### config.mk
export PLATFORM = sky130hd
export DESIGN_NAME = bobse_core
export DESIGN_NICKNAME = d
export VERILOG_FILES = /design/src/hw/bobse_pkg.sv /design/src/hw/bobse_qdiv.sv /design/src/hw/bobse_alu.sv /design/src/hw/bobse_core.sv
export SDC_FILE = /design/constraint.sdc
export NUM_CORES = 1
export LEC_CHECK = 0
export BUFFER_PORTS_ARGS = -buffer_cell sky130_fd_sc_hd__buf_2
export CAP_MARGIN = 15
export CORE_MARGIN = 1
export CORE_UTILIZATION = 51
export CTS_BUF_LIST = sky130_fd_sc_hd__clkbuf_4 sky130_fd_sc_hd__clkbuf_8
export CTS_CLUSTER_DIAMETER = 60
export DETAILED_ROUTE_END_ITERATION = 10
export PLACE_DENSITY = 0.78
export SLEW_MARGIN = 10
export SYNTH_ARGS = -nofsm -noshare
export SYNTH_HDL_FRONTEND = slang
export SYNTH_HIERARCHICAL = 1
export SYNTH_SLANG_ARGS = --single-unit
export TNS_END_PERCENT = 1
### constraint.sdc
create_clock -name clock -period 2.4 [get_ports clock]
set_input_delay 0.48 -clock clock [delete_from_list [all_inputs] [get_ports clock]]
set_output_delay 0.48 -clock clock [all_outputs]
set_load 0.1 [all_outputs]
### src/hw/bobse_pkg.sv
// Shared types, encodings, register map and helpers of the execute slice.
package bobse_pkg;

   typedef enum logic [1:0] {
      PH_DECODE = 2'b00,
      PH_READ = 2'b01,
      PH_PROC = 2'b10,
      PH_WRITE = 2'b11
   } bobse_phase_t;

   typedef enum logic [2:0] {
      OP_NOP = 3'b000,
      OP_AND = 3'b001,
      OP_BRC = 3'b010,
      OP_CLR_FILE = 3'b011,
      OP_CLR_WDOG = 3'b100,
      OP_INCSZ = 3'b101,
      OP_INSNZ = 3'b110
   } bobse_op_t;

   typedef struct packed {
      logic [11:0] addr;
      logic [7:0] wdata;
      logic re;
      logic we;
   } bobse_rf_req_t;

   typedef struct packed {
      logic [7:0] result;
      logic neg;
      logic zero;
      logic skip;
   } bobse_alu_t;

   // Opcode patterns, compared against the top bits of the word.
   localparam logic [5:0] ENC_AND = 6'h05;
   localparam logic [7:0] ENC_BRC = 8'hE2;
   localparam logic [6:0] ENC_CLR_FILE = 7'h35;
   localparam logic [15:0] ENC_CLR_WDOG = 16'h0004;
   localparam logic [5:0] ENC_INCSZ = 6'h0F;
   localparam logic [5:0] ENC_INSNZ = 6'h12;
   localparam logic [3:0] ENC_2W_MOVE = 4'hC;
   localparam logic [5:0] ENC_2W_CTRL = 6'h3B;
   localparam logic [15:0] NOP_WORD = 16'h0000;

   localparam int D_BIT = 9;
   localparam int A_BIT = 8;
   localparam int ACCESS_SPLIT = 7;
   localparam logic [3:0] ACCESS_LO_BANK = 4'h0;
   localparam logic [3:0] ACCESS_HI_BANK = 4'hF;

   localparam int ST_C = 0;
   localparam int ST_Z = 1;
   localparam int ST_N = 2;
   localparam int ST_SLEEP = 3;
   localparam int ST_TO = 4;
   localparam logic [4:0] STAT_RST = 5'h18;

   localparam logic [20:0] PC_RST = 21'h00_0000;
   localparam logic [20:0] PC_STEP = 21'h00_0002;
   localparam logic [1:0] SKIP_ONE = 2'h1;
   localparam logic [1:0] SKIP_TWO = 2'h2;

   localparam logic [7:0] REG_CTRL = 8'h00;
   localparam logic [7:0] REG_ACCUM = 8'h04;
   localparam logic [7:0] REG_BANK = 8'h08;
   localparam logic [7:0] REG_STATUS = 8'h0C;
   localparam logic [7:0] REG_PC = 8'h10;
   localparam logic [7:0] REG_IR = 8'h14;
   localparam logic [1:0] RESP_OKAY = 2'h0;
   localparam logic [1:0] RESP_SLVERR = 2'h2;

   function automatic bobse_op_t decode_op(input logic [15:0] w);
      if (w[15:10] == ENC_AND) return OP_AND;
      if (w[15:8] == ENC_BRC) return OP_BRC;
      if (w[15:9] == ENC_CLR_FILE) return OP_CLR_FILE;
      if (w == ENC_CLR_WDOG) return OP_CLR_WDOG;
      if (w[15:10] == ENC_INCSZ) return OP_INCSZ;
      if (w[15:10] == ENC_INSNZ) return OP_INSNZ;
      return OP_NOP;
   endfunction : decode_op

   function automatic logic is_two_word(input logic [15:0] w);
      return (w[15:12] == ENC_2W_MOVE) || (w[15:10] == ENC_2W_CTRL);
   endfunction : is_two_word

   function automatic logic [11:0] file_addr(input logic [7:0] f,
                                             input logic a,
                                             input logic [3:0] bank);
      if (a) return {bank, f};
      return {f[ACCESS_SPLIT] ? ACCESS_HI_BANK : ACCESS_LO_BANK, f};
   endfunction : file_addr

endpackage : bobse_pkg

### src/hw/bobse_qdiv.sv
// Four-phase sequencer that splits each instruction cycle.
`timescale 1ns/1ps
module bobse_qdiv
   import bobse_pkg::*;
(
   input wire logic clock,
   input wire logic sys_rst,
   input wire logic run,
   output logic step,
   output bobse_phase_t phase
);

   bobse_phase_t phase_ff;
   bobse_phase_t nxt_phase;

   // A started cycle always runs to its write phase before halting.
   assign step = run || (phase_ff != PH_DECODE);
   assign phase = phase_ff;

   always_comb begin
      nxt_phase = phase_ff;
      if (step) begin
         unique case (phase_ff)
            PH_DECODE: nxt_phase = PH_READ;
            PH_READ: nxt_phase = PH_PROC;
            PH_PROC: nxt_phase = PH_WRITE;
            PH_WRITE: nxt_phase = PH_DECODE;
         endcase
      end
   end

   always_ff @(posedge clock) begin
      if (sys_rst) begin
         phase_ff <= PH_DECODE;
      end else begin
         phase_ff <= nxt_phase;
      end
   end

endmodule : bobse_qdiv

### src/hw/bobse_alu.sv
// Data path for the and and increment operations; any other op gives zero.
`timescale 1ns/1ps
module bobse_alu
   import bobse_pkg::*;
(
   input wire bobse_op_t op,
   input wire logic [7:0] accum,
   input wire logic [7:0] operand,
   output bobse_alu_t res
);

   always_comb begin
      res = '0;
      unique case (op)
         OP_AND: res.result = accum & operand;
         OP_INCSZ, OP_INSNZ: res.result = operand + 8'h01;
         default: res.result = 8'h00;
      endcase
      res.neg = res.result[7];
      res.zero = (res.result == 8'h00);
      res.skip = (op == OP_INCSZ && res.zero) ||
                 (op == OP_INSNZ && !res.zero);
   end

endmodule : bobse_alu

### src/hw/bobse_core.sv
// Execute slice for six byte, branch and skip instructions, AXI4-Lite regs.
// Function
// [RULE1] And accumulator with file register; result to destination; set N, Z.
// [RULE2] Destination bit 0 sends result to accumulator, 1 to file register.
// [RULE3] Bank bit 0 forces access bank; 1 uses bank pointer.
// [RULE4] Branch on carry adds twice signed offset; two cycles taken, one not.
// [RULE5] Clear file register writes zero and sets the zero flag.
// [RULE6] Clear watchdog resets counter and postscaler, sets expiry, sleep flags.
// [RULE7] Increment, skip fetched instruction when result is zero; flags kept.
// [RULE8] Increment, skip fetched instruction when result is nonzero; flags kept.
// [RULE9] Skip costs one extra cycle, two when skipped word pair is long.
// [RULE10] Each cycle runs decode, read, process, write phases in order.
`timescale 1ns/1ps
module bobse_core
   import bobse_pkg::*;
(
   input wire logic clock,
   input wire logic sys_rst,
   input wire logic [7:0] s_axi_awaddr,
   input wire logic s_axi_awvalid,
   output logic s_axi_awready,
   input wire logic [31:0] s_axi_wdata,
   input wire logic [3:0] s_axi_wstrb,
   input wire logic s_axi_wvalid,
   output logic s_axi_wready,
   output logic [1:0] s_axi_bresp,
   output logic s_axi_bvalid,
   input wire logic s_axi_bready,
   input wire logic [7:0] s_axi_araddr,
   input wire logic s_axi_arvalid,
   output logic s_axi_arready,
   output logic [31:0] s_axi_rdata,
   output logic [1:0] s_axi_rresp,
   output logic s_axi_rvalid,
   input wire logic s_axi_rready,
   output logic [20:0] pm_addr,
   input wire logic [15:0] pm_data,
   output bobse_rf_req_t rf_req,
   input wire logic [7:0] rf_rdata,
   output logic watchdog_clr
);

   function automatic logic reg_mapped(input logic [7:0] a);
      return a == REG_CTRL || a == REG_ACCUM || a == REG_BANK ||
             a == REG_STATUS || a == REG_PC || a == REG_IR;
   endfunction : reg_mapped

   ////////////////////////////////////////////////////////////////////////
   // Bus slave state.
   logic aw_ff, nxt_aw, w_ff, nxt_w;
   logic [7:0] awaddr_ff, nxt_awaddr;
   logic [31:0] wdata_ff, nxt_wdata;
   logic [3:0] wstrb_ff, nxt_wstrb;
   logic bvalid_ff, nxt_bvalid, rvalid_ff, nxt_rvalid;
   logic [1:0] bresp_ff, nxt_bresp, rresp_ff, nxt_rresp;
   logic [31:0] rdata_ff, nxt_rdata, rd_word;
   logic bus_wr;

   ////////////////////////////////////////////////////////////////////////
   // Core state.
   logic run_ff, nxt_run;
   logic [7:0] accum_ff, nxt_accum;
   logic [3:0] bank_ff, nxt_bank;
   logic [4:0] stat_ff, nxt_stat;
   logic [20:0] pc_ff, nxt_pc;
   logic [15:0] ir_ff, nxt_ir;
   bobse_op_t op_ff, nxt_op;
   logic [1:0] skip_ff, nxt_skip;
   bobse_alu_t alu_ff, nxt_alu, alu_out;
   bobse_rf_req_t req_ff, nxt_req;
   logic wdog_clr_ff, nxt_wdog_clr;
   logic step;
   bobse_phase_t phase;

   bobse_qdiv u_qdiv (
      .clock(clock),
      .sys_rst(sys_rst),
      .run(run_ff),
      .step(step),
      .phase(phase)
   );

   bobse_alu u_alu (
      .op(op_ff),
      .accum(accum_ff),
      .operand(rf_rdata),
      .res(alu_out)
   );

   ////////////////////////////////////////////////////////////////////////
   // AXI4-Lite slave; address and data may arrive in either order.
   assign s_axi_awready = !aw_ff && !bvalid_ff;
   assign s_axi_wready = !w_ff && !bvalid_ff;
   assign s_axi_arready = !rvalid_ff;
   assign s_axi_bvalid = bvalid_ff;
   assign s_axi_bresp = bresp_ff;
   assign s_axi_rvalid = rvalid_ff;
   assign s_axi_rresp = rresp_ff;
   assign s_axi_rdata = rdata_ff;
   assign bus_wr = aw_ff && w_ff && !bvalid_ff;

   always_comb begin
      unique case (s_axi_araddr)
         REG_CTRL: rd_word = {31'h0000_0000, run_ff};
         REG_ACCUM: rd_word = {24'h00_0000, accum_ff};
         REG_BANK: rd_word = {28'h000_0000, bank_ff};
         REG_STATUS: rd_word = {27'h000_0000, stat_ff};
         REG_PC: rd_word = {11'h000, pc_ff};
         REG_IR: rd_word = {16'h0000, ir_ff};
         default: rd_word = 32'h0000_0000;
      endcase
   end

   always_comb begin
      nxt_aw = aw_ff;
      nxt_awaddr = awaddr_ff;
      nxt_w = w_ff;
      nxt_wdata = wdata_ff;
      nxt_wstrb = wstrb_ff;
      nxt_bvalid = bvalid_ff;
      nxt_bresp = bresp_ff;
      nxt_rvalid = rvalid_ff;
      nxt_rdata = rdata_ff;
      nxt_rresp = rresp_ff;
      if (s_axi_awvalid && s_axi_awready) begin
         nxt_aw = 1'b1;
         nxt_awaddr = s_axi_awaddr;
      end
      if (s_axi_wvalid && s_axi_wready) begin
         nxt_w = 1'b1;
         nxt_wdata = s_axi_wdata;
         nxt_wstrb = s_axi_wstrb;
      end
      if (bus_wr) begin
         nxt_aw = 1'b0;
         nxt_w = 1'b0;
         nxt_bvalid = 1'b1;
         nxt_bresp = reg_mapped(awaddr_ff) ? RESP_OKAY : RESP_SLVERR;
      end else if (bvalid_ff && s_axi_bready) begin
         nxt_bvalid = 1'b0;
      end
      if (s_axi_arvalid && s_axi_arready) begin
         nxt_rvalid = 1'b1;
         nxt_rdata = rd_word;
         nxt_rresp = reg_mapped(s_axi_araddr) ? RESP_OKAY : RESP_SLVERR;
      end else if (rvalid_ff && s_axi_rready) begin
         nxt_rvalid = 1'b0;
      end
   end

   always_ff @(posedge clock) begin
      if (sys_rst) begin
         aw_ff <= 1'b0;
         awaddr_ff <= 8'h00;
         w_ff <= 1'b0;
         wdata_ff <= 32'h0000_0000;
         wstrb_ff <= 4'h0;
         bvalid_ff <= 1'b0;
         bresp_ff <= RESP_OKAY;
         rvalid_ff <= 1'b0;
         rdata_ff <= 32'h0000_0000;
         rresp_ff <= RESP_OKAY;
      end else begin
         aw_ff <= nxt_aw;
         awaddr_ff <= nxt_awaddr;
         w_ff <= nxt_w;
         wdata_ff <= nxt_wdata;
         wstrb_ff <= nxt_wstrb;
         bvalid_ff <= nxt_bvalid;
         bresp_ff <= nxt_bresp;
         rvalid_ff <= nxt_rvalid;
         rdata_ff <= nxt_rdata;
         rresp_ff <= nxt_rresp;
      end
   end

   ////////////////////////////////////////////////////////////////////////
   // Instruction execution; hardware updates win over a same-cycle write.
   assign pm_addr = pc_ff;
   assign rf_req = req_ff;
   assign watchdog_clr = wdog_clr_ff;

   always_comb begin
      nxt_run = run_ff;
      nxt_accum = accum_ff;
      nxt_bank = bank_ff;
      nxt_stat = stat_ff;
      nxt_pc = pc_ff;
      nxt_ir = ir_ff;
      nxt_op = op_ff;
      nxt_skip = skip_ff;
      nxt_alu = alu_ff;
      nxt_req = req_ff;
      nxt_req.re = 1'b0;
      nxt_req.we = 1'b0;
      nxt_wdog_clr = 1'b0;
      if (bus_wr && wstrb_ff[0]) begin
         unique case (awaddr_ff)
            REG_CTRL: nxt_run = wdata_ff[0];
            REG_ACCUM: nxt_accum = wdata_ff[7:0];
            REG_BANK: nxt_bank = wdata_ff[3:0];
            REG_STATUS: nxt_stat = wdata_ff[4:0];
            default: ;
         endcase
      end
      if (step) begin
         unique case (phase) // see [RULE10]
            PH_DECODE: begin
               if (skip_ff != 2'h0) begin
                  nxt_op = OP_NOP; // see [RULE7] see [RULE8] see [RULE9]
                  nxt_skip = skip_ff - SKIP_ONE;
               end else begin
                  nxt_op = decode_op(ir_ff);
               end
            end
            PH_READ: begin
               if (op_ff == OP_AND || op_ff == OP_CLR_FILE ||
                   op_ff == OP_INCSZ || op_ff == OP_INSNZ) begin
                  nxt_req.re = 1'b1;
                  nxt_req.addr = file_addr(ir_ff[7:0], ir_ff[A_BIT],
                                           bank_ff); // see [RULE3]
               end
            end
            PH_PROC: nxt_alu = alu_out; // see [RULE1]
            PH_WRITE: begin
               nxt_ir = pm_data;
               nxt_pc = pc_ff + PC_STEP;
               unique case (op_ff)
                  OP_AND, OP_INCSZ, OP_INSNZ: begin
                     if (ir_ff[D_BIT]) begin // see [RULE2]
                        nxt_req.we = 1'b1;
                        nxt_req.wdata = alu_ff.result;
                     end else begin
                        nxt_accum = alu_ff.result;
                     end
                     if (op_ff == OP_AND) begin
                        nxt_stat[ST_N] = alu_ff.neg; // see [RULE1]
                        nxt_stat[ST_Z] = alu_ff.zero;
                     end else if (alu_ff.skip) begin
                        // The word just fetched is dropped; a long one
                        // drops its second word too.
                        nxt_skip = is_two_word(pm_data) ? SKIP_TWO
                                                        : SKIP_ONE; // see [RULE9]
                     end
                  end
                  OP_CLR_FILE: begin
                     nxt_req.we = 1'b1; // see [RULE5]
                     nxt_req.wdata = 8'h00;
                     nxt_stat[ST_Z] = 1'b1;
                  end
                  OP_CLR_WDOG: begin
                     nxt_wdog_clr = 1'b1; // see [RULE6]
                     nxt_stat[ST_TO] = 1'b1;
                     nxt_stat[ST_SLEEP] = 1'b1;
                  end
                  OP_BRC: begin
                     if (stat_ff[ST_C]) begin // see [RULE4]
                        nxt_pc = pc_ff + {{12{ir_ff[7]}}, ir_ff[7:0], 1'b0};
                        nxt_ir = NOP_WORD;
                     end
                  end
                  default: ;
               endcase
            end
         endcase
      end
   end

   always_ff @(posedge clock) begin
      if (sys_rst) begin
         run_ff <= 1'b0;
         accum_ff <= 8'h00;
         bank_ff <= 4'h0;
         stat_ff <= STAT_RST;
         pc_ff <= PC_RST;
         ir_ff <= NOP_WORD;
         op_ff <= OP_NOP;
         skip_ff <= 2'h0;
         alu_ff <= '0;
         req_ff <= '0;
         wdog_clr_ff <= 1'b0;
      end else begin
         run_ff <= nxt_run;
         accum_ff <= nxt_accum;
         bank_ff <= nxt_bank;
         stat_ff <= nxt_stat;
         pc_ff <= nxt_pc;
         ir_ff <= nxt_ir;
         op_ff <= nxt_op;
         skip_ff <= nxt_skip;
         alu_ff <= nxt_alu;
         req_ff <= nxt_req;
         wdog_clr_ff <= nxt_wdog_clr;
      end
   end

   logic wr_ph;
   logic next_long;
   assign wr_ph = step && phase == PH_WRITE;
   assign next_long = is_two_word(pm_data);
endmodule : bobse_core

# After elaboration in Yosys (flattened, before gate mapping)
# Index checks and enable logic that the tools add are counted.
# word_totals
regBits	153
inputBits	83
out_inout_bits	85
# classes
addsub	4
n_eq_ne	32
mux	105
n_bitwise	4
reduce_logical	57
# ops
operator	count
one-hot mux 21 bit (6 select lines)	1
two-way mux 3 bit	20
two-way mux 8 bit	7
two-way mux 1 bit	51
two-way mux 21 bit	2
equality test 8 x 4 -> 1 bit, second input constant	4
equality test 8 x 5 -> 1 bit, second input constant	4
two-way mux 16 bit	2
one-hot mux 8 bit (2 select lines)	2
logical NOT 8 bit	3
two-way mux 12 bit	2
adder 21 x 2 -> 21 bit, second input constant	1
adder 21 bit	1
two-way mux 2 bit	9
equality test 16 x 3 -> 1 bit, second input constant	1
equality test 8 x 3 -> 1 bit, second input constant	2
logical OR 1 bit	16
logical AND 1 bit	12
two-way mux 4 bit	3
AND reduction 2 bit	6
nonzero test 2 bit	6
two-way mux 5 bit	2
equality test 3 bit, second input constant	3
OR reduction 3 bit	3
other kinds (26)	39

# Longest topological paths before layout
# Gate-level depths: netlist (run 1).
# logic_depth
depth_word	42
mapped_depth	10
mapped_depth_nobuf	9

# Cells and area by module
# The synthesis (run 1) kept the hierarchy.
# modules_own_cells
mod	n_inst	cells_each	area_per_inst_um2
bobse_core	1	900	7307.0
bobse_alu	1	56	397.9
bobse_qdiv	1	13	135.1

# Least setup slack after synthesis (run 1)
# No wires, ideal clock.
# synth_path
path_type	reg2reg
start	reg pc_ff[1] (netlist: pm_addr[1])
end	reg pc_ff[11] (netlist: pm_addr[11])
setup_time_ns	0.106
arrival_time_ns	2.892
required_time_ns	2.294
slack_ns	-0.598
path_stages_with_launch	10
period_less_slack_ns	2.998
path_cell_list	dfxtp_1 > ha_1 > inv_1 > fa_1 > nor2b_1 > o2111a_1 > nor4b_1 > o21a_1 > or4_1 > o311ai_0
# synth_between
elab_chain_len	3
# synth_rtl
item	line	source
start: declaration	bobse_core.sv:65	logic [20:0] pc_ff, nxt_pc;
start signal: assignment	bobse_core.sv:287	pc_ff <= nxt_pc;
adder 21 x 2 -> 21 bit / adder 21 bit (equally long branches)	bobse_core.sv:227, bobse_core.sv:258	
two-way mux 21 bit	bobse_core.sv:257	if (stat_ff[ST_C]) begin
two-way mux 21 bit (*)	bobse_core.sv:228	unique case (op_ff)
# Every way passes the cells marked *; elsewhere a longest branch is shown, timed or not.
# A chain may end at the register's enable or synchronous reset.

# Worst setup path after layout (run 1)
# layout_path
start	reg ir_ff[7]
end	reg pc_ff[20] (netlist: pm_addr[20])
# layout_between
elab_chain_len	3
# layout_rtl
item	line	source
start: declaration	bobse_core.sv:66	logic [15:0] ir_ff, nxt_ir;
start signal: assignment	bobse_core.sv:288	ir_ff <= nxt_ir;
adder 21 bit	bobse_core.sv:258	nxt_pc = pc_ff + {{12{ir_ff[7]}}, ir_ff[7:0], 1'b0};
two-way mux 21 bit	bobse_core.sv:257	
two-way mux 21 bit	bobse_core.sv:228	
# Every way passes these cells.

==> results by group, run 1 <==
Status
  – Status: finished clean

GRT
  – Overflow after GRT: 0
  – Vias in the first global route: 7624
  – First-pass GRT wire length: 37.9 mm
  – GRT Overall Usage: 0.298
  – Largest net degree at the start of global routing: 73
  – Initial antenna violation count: 0

Drt
  – Final ANT Viol Nets: 0
  – Detail-routed via count per cell: 6.00
  – Avg WL per Cell: 17.2 um
  – Total length of routed wires: 23.2 mm
  – Detailed Route Iter0 Violations: 661
  – DRC: 0
  – Via count: 8090
  – 1st-pass router iterations: 5

Logic synthesis
  – Complex-gate fraction of the synthesized area: 0.224
  – XOR/XNOR share of the synthesized area: 0.0155
  – FF+latch count, synth: 139
  – Number of synthesized flops with an enable pin: 0
  – Synth Area in Simple Gates: 0.253
  – Mapped cell area: 7840 um^2
  – Most used DFF post-synth: dfxtp_1
  – Yosys warnings: 6
  – Async SR Flop Fraction: 0
  – Mapped Cells: 969
  – Largest family of logic cells by synthesized area: simple AND/OR/NAND/NOR gates
  – Netlist cell types: 80
  – Post-synthesis sequential area ratio: 0.355
  – Post-synthesis mux area share: 0.0519
  – Syn Area/Cell: 8.09 um^2
  – Synth Area in Adders: 0.0425

Die
  – Io pins: 168
  – Starting Density: 0.531
  – Die ar.: 15900 um^2
  – Core area: 14800 um^2
  – FP Rows: 44
  – Die Span Y: 126 um
  – DIE WIDTH: 126 um

Setup path
  – Critical path fanouts, max: 8
  – Critical Path RT: 2.73 ns
  – CP startpoint kind: flip-flop
  – CP Cell Sequence: buf_4 -> ha_1 -> a21o_1 -> a21o_1 -> a211o_1 -> a211oi_1 -> buf_4 -> nor4b_1 -> or3b_1
  – Worst Path Buf+Inv: 2
  – CP arrival: 2.67 ns
  – Crit path capture type: flip-flop
  – Slowest cell delay on critical path: 0.38 ns
  – WS Path Type: flip-flop to flip-flop
  – Critical path's top delay family: compound AO/OA/AOI/OAI gates
  – Slowest cell on the critical path: dfxtp_4

Final layout
  – Area of the multi-input gates: 4720 um^2
  – Commonest non-fill, non-tap cell in the layout: dfxtp_1
  – P&R area growth vs syn: 23.1%
  – Layout Nets: 1260
  – Commonest non-fill, non-tap cells in the layout: 134 x dfxtp_1, 125 x buf_2, 106 x nor2_1
  – Final core occ: 0.654
  – Filler instances: 1297
  – Share of cells above drive strength 1: 0.265
  – Antenna diodes: 0
  – Sequential cell area: 2790 um^2

Clock network
  – Cts bufs inserted: 17
  – CTS tree: done
  – Root Driver: clkbuf_8
  – Clock-pin slew on the worst setup and hold paths: 0.08 ns
  – Post-CTS Hold Fix Bufs: 0
  – Clk buf depth: 2
  – CTS Sinks: 139
  – CTS HTree Levels: 4
  – Skew-Pair Late Insertion Delay: 0.46 ns

Timing
  – Slew headroom: 0.568
  – Clock Skews: 0.0183 ns
  – Final period util: 0.977
  – Final Hold Viols: 0
  – Worst-margin pin slew: 0.632 ns
  – F_max: 0.426 GHz
  – RSZ-0062 raised after global routing: yes
  – Pins Over Slew Limit: 0
  – Fin crit period: 2.35 ns
  – Final setup fails: 0
  – Setup tns final: 0 ns

Power and ir drop
  – Power density over cell area: 535 nW/um^2
  – Worst ir drop on vdd: 0.607 mV
  – Leakage: 4.27 nW

Placement
  – GPL Wtd Cong: 0.908
  – I/O Buffers: 126
  – Hpwl dp: 17.6 mm

Min path
  – Worst Hold Class: primary input to flip-flop

Flow run
  – MaxCap Viol Count: 0
## worst paths after layout
| kind | depth (start not counted) | end | slack [ns] | start |
|---|---|---|---|---|
| worst min register to register | 2 | s_axi_rdata[16] | 0.45 | s_axi_rdata[16] |
| worst max register to register | 9 | pm_addr[20] | 0.05 | ir_ff[7] |
| worst min-delay path | 2 | s_axi_rvalid | 0.21 | s_axi_rready |
| worst max-delay path | 9 | pm_addr[20] | 0.05 | ir_ff[7] |
## flip-flops by register name, indices dropped and copies added (netlist names), 2 cells and up
name / cells
accum_ff: 8
alu_ff: 11
awaddr_ff: 8
bank_ff: 4
ir_ff: 16
op_ff: 3
pm_addr: 20
rf_req: 22
s_axi_rdata: 21
skip_ff: 2
stat_ff: 5
u_qdiv/phase: 2
wdata_ff: 8
## Yosys cell counts, types with 9 or more instances
cell / n / area, um^2
buf_2: 9 / 45.0
a22oi_1: 29 / 218
clkbuf_1: 43 / 161
a22o_1: 15 / 131
nor3_1: 35 / 175
a211oi_1: 25 / 188
nand2_1: 106 / 398
buf_4: 19 / 143
dfxtp_1: 139 / 2780
mux2i_1: 35 / 350
nor2b_1: 12 / 75.1
ha_1: 25 / 313
nor2_1: 108 / 405
nand4_1: 14 / 87.6
a21o_1: 9 / 67.6
and3_1: 10 / 62.6
a31oi_1: 13 / 81.3
a221oi_1: 10 / 87.6
and2_1: 10 / 62.6
inv_1: 21 / 78.8
nand3_1: 27 / 135
a21oi_1: 79 / 395
o21ai_0: 29 / 145
## repair_timing
| action | 4_1_cts | 5_1_grt |
|---|---|---|
| endpoints found under the setup margin | 2 | 8 |
| setup buffers | 0 | 0 |
| gates resized for setup | 2 | 16 |
## worst register-to-register path: cells and delay by family, from the launching register on
kind,cells,cell delay [ns]
adders and majority gates,1,0.20
buffers and inverters,2,0.34
AOI/OAI and AO/OA,4,0.91
DFF,1,0.38
and+or+nand+nor,2,0.40
## per-stage QoR
step	hold WS, ns	instances	area [um^2]	worst slack (ns)	total power, mW
floorplan	0.431	982	7900	-0.493	3.03
global placement	0.438	1316	9160	-0.0563	3.18
detailed placement	0.443	1316	9160	-0.0448	3.19
CTS	0.192	1348	9580	0.0286	5.18
global route	0.202	1348	9650	-0.0624	5.36
finish	0.211	1348	9650	0.0542	5.16
## cells by family after synthesis
family / Yosys count
DFF: 139
other: 1
muxes: 40
and+or+nand+nor: 389
AOI/OAI and AO/OA: 262
adders and majority gates: 26
xor gates and xnor gates: 13
buffers and inverters: 99
## metal layers
layer	track usage	part of all wire	vias up
met5	0	0	-
met4	0.132	0.031	0
met3	0.0633	0.070	59
met2	0.461	0.45	339
met1	0.399	0.45	3797
li1	-	-	3895
## report_power, final
group / switching (mW) / total, mW / internal (mW)
clock: 0.949 / 2.02 / 1.07
combinational: 0.549 / 0.750 / 0.201
sequential: 0.0411 / 2.40 / 2.35
total: 1.54 / 5.16 / 3.63
## final cells by class
type	instances	area share
well taps	184	0.0239
clock buffers	19	0.0264
clock inverters	13	0.0171
multi-input cells	744	0.489
inverters	22	0.00882
repair buffers	227	0.145
flip-flops and latches	139	0.289
Power figures use the tool's default switching activity.
==> run 2: changes to the inputs <==
PLACE_DENSITY = 0.82   (was 0.78)
==> run 2 against run 1 <==
Combinational power about the same. Largest cell class unchanged. Highest routed layer unchanged. Maximum frequency increased by 1.2%. Cell area down 0.61%. Sequential power hardly changed. Power fell by 4.6%.
==> results by group, run 2 (same netlist as run 1, synthesis figures left out) <==
Status
  – Status: finished clean

Final layout
  – P&R area growth vs syn: 22.4%
  – Share of cells above drive strength 1: 0.266
  – Max reg flops: 22
  – Layout Nets: 1262
  – Antenna diodes: 0
  – Commonest non-fill, non-tap cell in the layout: dfxtp_1
  – Commonest non-fill, non-tap cells in the layout: 131 x dfxtp_1, 125 x buf_2, 106 x nand2_1, 106 x nor2_1, 104 x buf_4

Timing
  – Setup tns final: 0 ns
  – Pins Over Slew Limit: 0
  – RSZ-0062 raised after global routing: yes
  – Setup WS post-layout: 0.0822 ns
  – Clock Skews: 0.0209 ns
  – Final period util: 0.966
  – Worst-margin pin slew: 0.596 ns
  – F_max: 0.431 GHz
  – Slew headroom: 0.592
  – Final setup fails: 0
  – Final Hold Viols: 0
  – Fin crit period: 2.32 ns

Clock network
  – CTS tree: done
  – Post-CTS Hold Fix Bufs: 0
  – Cts bufs inserted: 17
  – Clk buf depth: 2
  – CTS Sinks: 139
  – CTS HTree Levels: 4
  – Clock-pin slew on the worst setup and hold paths: 0.09 ns
  – Root Driver: clkbuf_8
  – Skew-Pair Late Insertion Delay: 0.47 ns

GRT
  – First-pass GRT wire length: 37.2 mm
  – Initial antenna violation count: 0
  – Overflow after GRT: 0
  – Vias in the first global route: 7436
  – Largest net degree at the start of global routing: 35
  – GRT Overall Usage: 0.297

Placement
  – Pre-CTS setup slack: -0.109 ns
  – Hpwl dp: 17.6 mm
  – GPL Wtd Cong: 0.946
  – I/O Buffers: 126

Power and ir drop
  – Switch share: 0.307
  – Int Pwr: 3.41 mW
  – Clock share of power: 0.361
  – Worst ir drop on vdd: 0.588 mV
  – Psw: 1.51 mW
  – Leakage: 4.27 nW
  – Combinational power share: 0.153
  – Seq pwr share: 0.486
  – Power density over cell area: 514 nW/um^2

Flow run
  – MaxCap Viol Count: 0

Drt
  – Max layer used: met4
  – Final ANT Viol Nets: 0
  – Detail-routed via count per cell: 6.07
  – Detailed Route Iter0 Violations: 743
  – Metal-1 WL: 10.3 mm
  – Avg WL per Cell: 17.5 um
  – 1st-pass router iterations: 5
  – Total length of routed wires: 23.7 mm
  – DRC: 0
  – Metal2 WL: 10.6 mm
  – Via count: 8194
  – Met3 Routed Length: 1.86 mm

Die
  – DIE WIDTH: 126 um
  – Core area: 14800 um^2
  – FP Rows: 44
  – Starting Density: 0.531
  – Die Span Y: 126 um
  – Die ar.: 15900 um^2
  – Io pins: 168

Setup path
  – Slowest cell on the critical path: or4_1
  – Register-to-Register Setup Slack: 0.08 ns
  – CP arrival: 2.69 ns
  – CP startpoint kind: flip-flop
  – WS Path Type: flip-flop to flip-flop
  – Critical path fanouts, max: 4
  – Slowest cell delay on critical path: 0.39 ns
  – Crit path capture type: flip-flop
  – CP Cell Sequence: ha_2 -> inv_1 -> fa_2 -> nor2b_2 -> o2111a_2 -> nor4b_2 -> buf_4 -> o21a_4 -> or4_1 -> o311ai_0
  – Critical Path RT: 2.77 ns

Min path
  – Worst Hold Class: primary input to flip-flop
-- run 2: cell types whose count changed in the layout (fill, tap and decap cells not counted), sizes merged --
cell      change
buf           +2
bufinv        -2
clkbuf        +1
clkinv        +4
clkinvlp      -1
inv           -2
-- run 2: what timing repair did --
action | 4_1_cts | 5_1_grt
gates resized for setup | 2 | 17
pin swaps | 0 | 1
setup endpoints to repair | 4 | 6
buffers inserted | 0 | 2
-- run 2: per-layer routing --
layer,global-route usage,vias to the layer above
li1,-,3899
met1,0.392,3811
met2,0.468,413
met3,0.0629,71
met4,0.135,0
met5,0,-
-- run 2: power groups by stage --
stage	Sequential [mW]	Combinational [mW]	Clock, mW
final	2.39	0.753	1.78
after global routing	2.40	0.809	1.91
after CTS	2.39	0.747	1.81
after detailed placement	2.45	0.745	0
after global placement	2.45	0.733	0
after floorplan	2.56	0.473	0
-- run 2: critical path, delay by kind of cell, from the launching register on --
kind / cells / cell delay, ns
adder cells (fa/ha/maj): 2 / 0.53
AND/OR/NAND/NOR: 3 / 0.62
AO/OA/AOI/OAI: 3 / 0.56
flip-flops: 1 / 0.33
buffers and inverters: 2 / 0.20
-- run 2: final timing paths --
path,startpoint,end,cells after the start
setup / recovery,pm_addr[1],pm_addr[11],10
hold / removal,s_axi_rready,s_axi_rvalid,2
setup reg to reg,pm_addr[1],pm_addr[11],10
hold reg to reg,s_axi_rdata[16],s_axi_rdata[16],2
-- run 2: final cells by class --
type | count | area (um^2)
fillers | 1265 | 5160
multi-input cells | 744 | 4710
flip-flops and latches | 139 | 2800
repair buffers | 229 | 1410
clock buffers | 20 | 263
well taps | 184 | 230
clock inverters | 12 | 100
inverters | 22 | 85.1
-- run 2: metrics by stage --
stage	instance area [um^2]	util	total power, mW	std cells	hold slack, ns
2_1_floorplan	7900	-	3.03	982	0.431
3_3_place_gp	9150	0.620	3.18	1316	0.434
3_5_place_dp	9150	0.620	3.19	1316	0.440
4_1_cts	9510	0.645	4.96	1348	0.172
5_1_grt	9590	0.650	5.12	1350	0.192
6_report	9590	0.650	4.93	1350	0.203
==> run 3: changes to the inputs <==
CORE_UTILIZATION = 57   (was 51)
PLACE_DENSITY = 0.87   (was 0.82)
SETUP_SLACK_MARGIN = 0.15   (was unset)
clock period = 2.2 ns   (was 2.4 ns; I/O delays follow)
==> run 3 against run 2 <==
The run now ends with setup timing left. Largest cell class unchanged. Cell count increased by 0.59%. First-iteration DRC count is 88% higher. Critical endpoint is now pm_addr[20]. Sequential share of layout area fell by 1.1 points.
==> results by group, run 3 (same netlist as run 1, synthesis figures left out) <==
Die
  – Die ar.: 14200 um^2
  – Die Span Y: 119 um
  – Starting Density: 0.587
  – DIE WIDTH: 119 um
  – Io pins: 168
  – FP Rows: 42
  – Core area: 13300 um^2

Power and ir drop
  – Worst ir drop on vdd: 0.654 mV
  – Leakage: 4.45 nW
  – Power density over cell area: 573 nW/um^2

Flow run
  – MaxCap Viol Count: 0

Setup path
  – Critical path fanouts, max: 8
  – Critical Path RT: 2.54 ns
  – WS Path Type: flip-flop to flip-flop
  – Slowest cell on the critical path: dfxtp_4
  – Most used cell, CP: a21o_1
  – CP arrival: 2.65 ns
  – CP startpoint kind: flip-flop
  – Worst Path Buf+Inv: 1
  – CP Cell Sequence: buf_6 -> ha_4 -> a21o_1 -> a21o_1 -> a211o_1 -> a211oi_4 -> nor4b_2 -> or3b_1
  – Crit path capture type: flip-flop
  – Slowest cell delay on critical path: 0.41 ns
  – Critical path's top delay family: compound AO/OA/AOI/OAI gates

Timing
  – Worst-margin pin slew: 0.875 ns
  – Setup WS post-layout: -0.106 ns
  – RSZ-0062 raised after global routing: yes
  – Clock Skews: 0.0137 ns
  – F_max: 0.434 GHz
  – Final period util: 1.05
  – Final setup fails: 6
  – Pins Over Slew Limit: 0
  – Fin crit period: 2.31 ns
  – Slew headroom: 0.402
  – Setup tns final: -0.356 ns
  – Final Hold Viols: 0

GRT
  – Met2 Usage GRT: 0.539
  – Top Usage Layer GRT: met2
  – GRT Overall Usage: 0.350
  – Met3 Use GR: 0.0761
  – Largest net degree at the start of global routing: 54
  – GRT met1 Usage: 0.453
  – Initial antenna violation count: 0
  – Vias in the first global route: 7738
  – Overflow after GRT: 0
  – First-pass GRT wire length: 39.1 mm

Final layout
  – P&R area growth vs syn: 29.4%
  – Commonest non-fill, non-tap cell in the layout: buf_2
  – Final core occ: 0.760
  – Layout Nets: 1280
  – Antenna diodes: 0
  – Share of cells above drive strength 1: 0.316
  – Commonest non-fill, non-tap cells in the layout: 125 x buf_2, 114 x dfxtp_1, 114 x buf_4
  – Max reg flops: 22
  – Filler instances: 929
  – Design area: 10100 um^2

Clock network
  – Cts bufs inserted: 17
  – Clk buf depth: 2
  – CTS Sinks: 139
  – Skew-Pair Late Insertion Delay: 0.47 ns
  – Root Driver: clkbuf_8
  – Clock-pin slew on the worst setup and hold paths: 0.08 ns
  – CTS HTree Levels: 4
  – CTS tree: done

Placement
  – GPL Wtd Cong: 0.942
  – Dpl cell area: 9400 um^2
  – Hpwl dp: 18.1 mm
  – I/O Buffers: 126

Status
  – Failing checks: setup timing
  – Status: finished with violations

Drt
  – Detailed Route Iter0 Violations: 1400
  – Detail-routed via count per cell: 6.28
  – 1st-pass router iterations: 6
  – Avg WL per Cell: 18.8 um
  – Via count: 8526
  – DRC: 0
  – Total length of routed wires: 25.5 mm
  – Final ANT Viol Nets: 0

Min path
  – Worst Hold Class: primary input to flip-flop
==> run 3: changes by cell type in the layout (fill, tap and decap cells not counted), moves of 4 or more <==
cell,previous run,this run
clkinv_2,6,2
ha_1,22,18
buf_4,104,114
dfxtp_2,7,11
buf_6,0,4
ha_4,0,5
dfxtp_1,131,114
dfxtp_4,1,14
a21oi_2,1,6
a21oi_1,78,73
==> run 3: worst paths after layout <==
| path | startpoint | to | slack (ns) | cells after the start |
|---|---|---|---|---|
| max | ir_ff[7] | pm_addr[20] | -0.11 | 8 |
| min | s_axi_rready | s_axi_rvalid | 0.15 | 2 |
| max reg2reg | ir_ff[7] | pm_addr[20] | -0.11 | 8 |
| min reg2reg | s_axi_rdata[16] | s_axi_rdata[16] | 0.45 | 2 |
==> run 3: metrics by stage <==
step	setup slack [ns]	std cells	power [mW]	hold slack [ns]
after floorplan	-0.163	982	3.30	0.431
after global placement	-0.206	1327	3.46	0.436
after detailed placement	-0.234	1327	3.48	0.443
after CTS	-0.122	1357	5.78	0.134
after global routing	-0.215	1358	5.99	0.134
final	-0.106	1358	5.81	0.148
==> run 3: cell type report <==
class	count	area, um^2	area share
Multi-Input combinational cell	744	4950	0.488
Sequential cell	139	2850	0.281
Timing Repair Buffer	247	1600	0.158
Clock buffer	20	275	0.0271
Tap cell	176	220	0.0217
Clock inverter	10	165	0.0163
Inverter	22	85.1	0.00839
==> run 3: layer usage <==
layer	vias up	wire length, um
met3	126	2490
met4	0	1400
met5	-	0
li1	3919	-
met1	3915	10200
met2	566	11400
==> run 3: timing repair <==
item | CTS | global route
endpoints found under the setup margin | 40 | 41
pin swaps | 8 | 16
buffers inserted | 0 | 1
hold buffers | 0 | 0
resized for setup | 30 | 36
==> run 3: power breakdown <==
| part | switching [mW] | internal (mW) | total (mW) | leakage, nW |
|---|---|---|---|---|
| sequential | 0.0549 | 2.55 | 2.61 | 1.14 |
| combinational | 0.634 | 0.228 | 0.861 | 3.09 |
| clock | 1.02 | 1.32 | 2.34 | 0.225 |
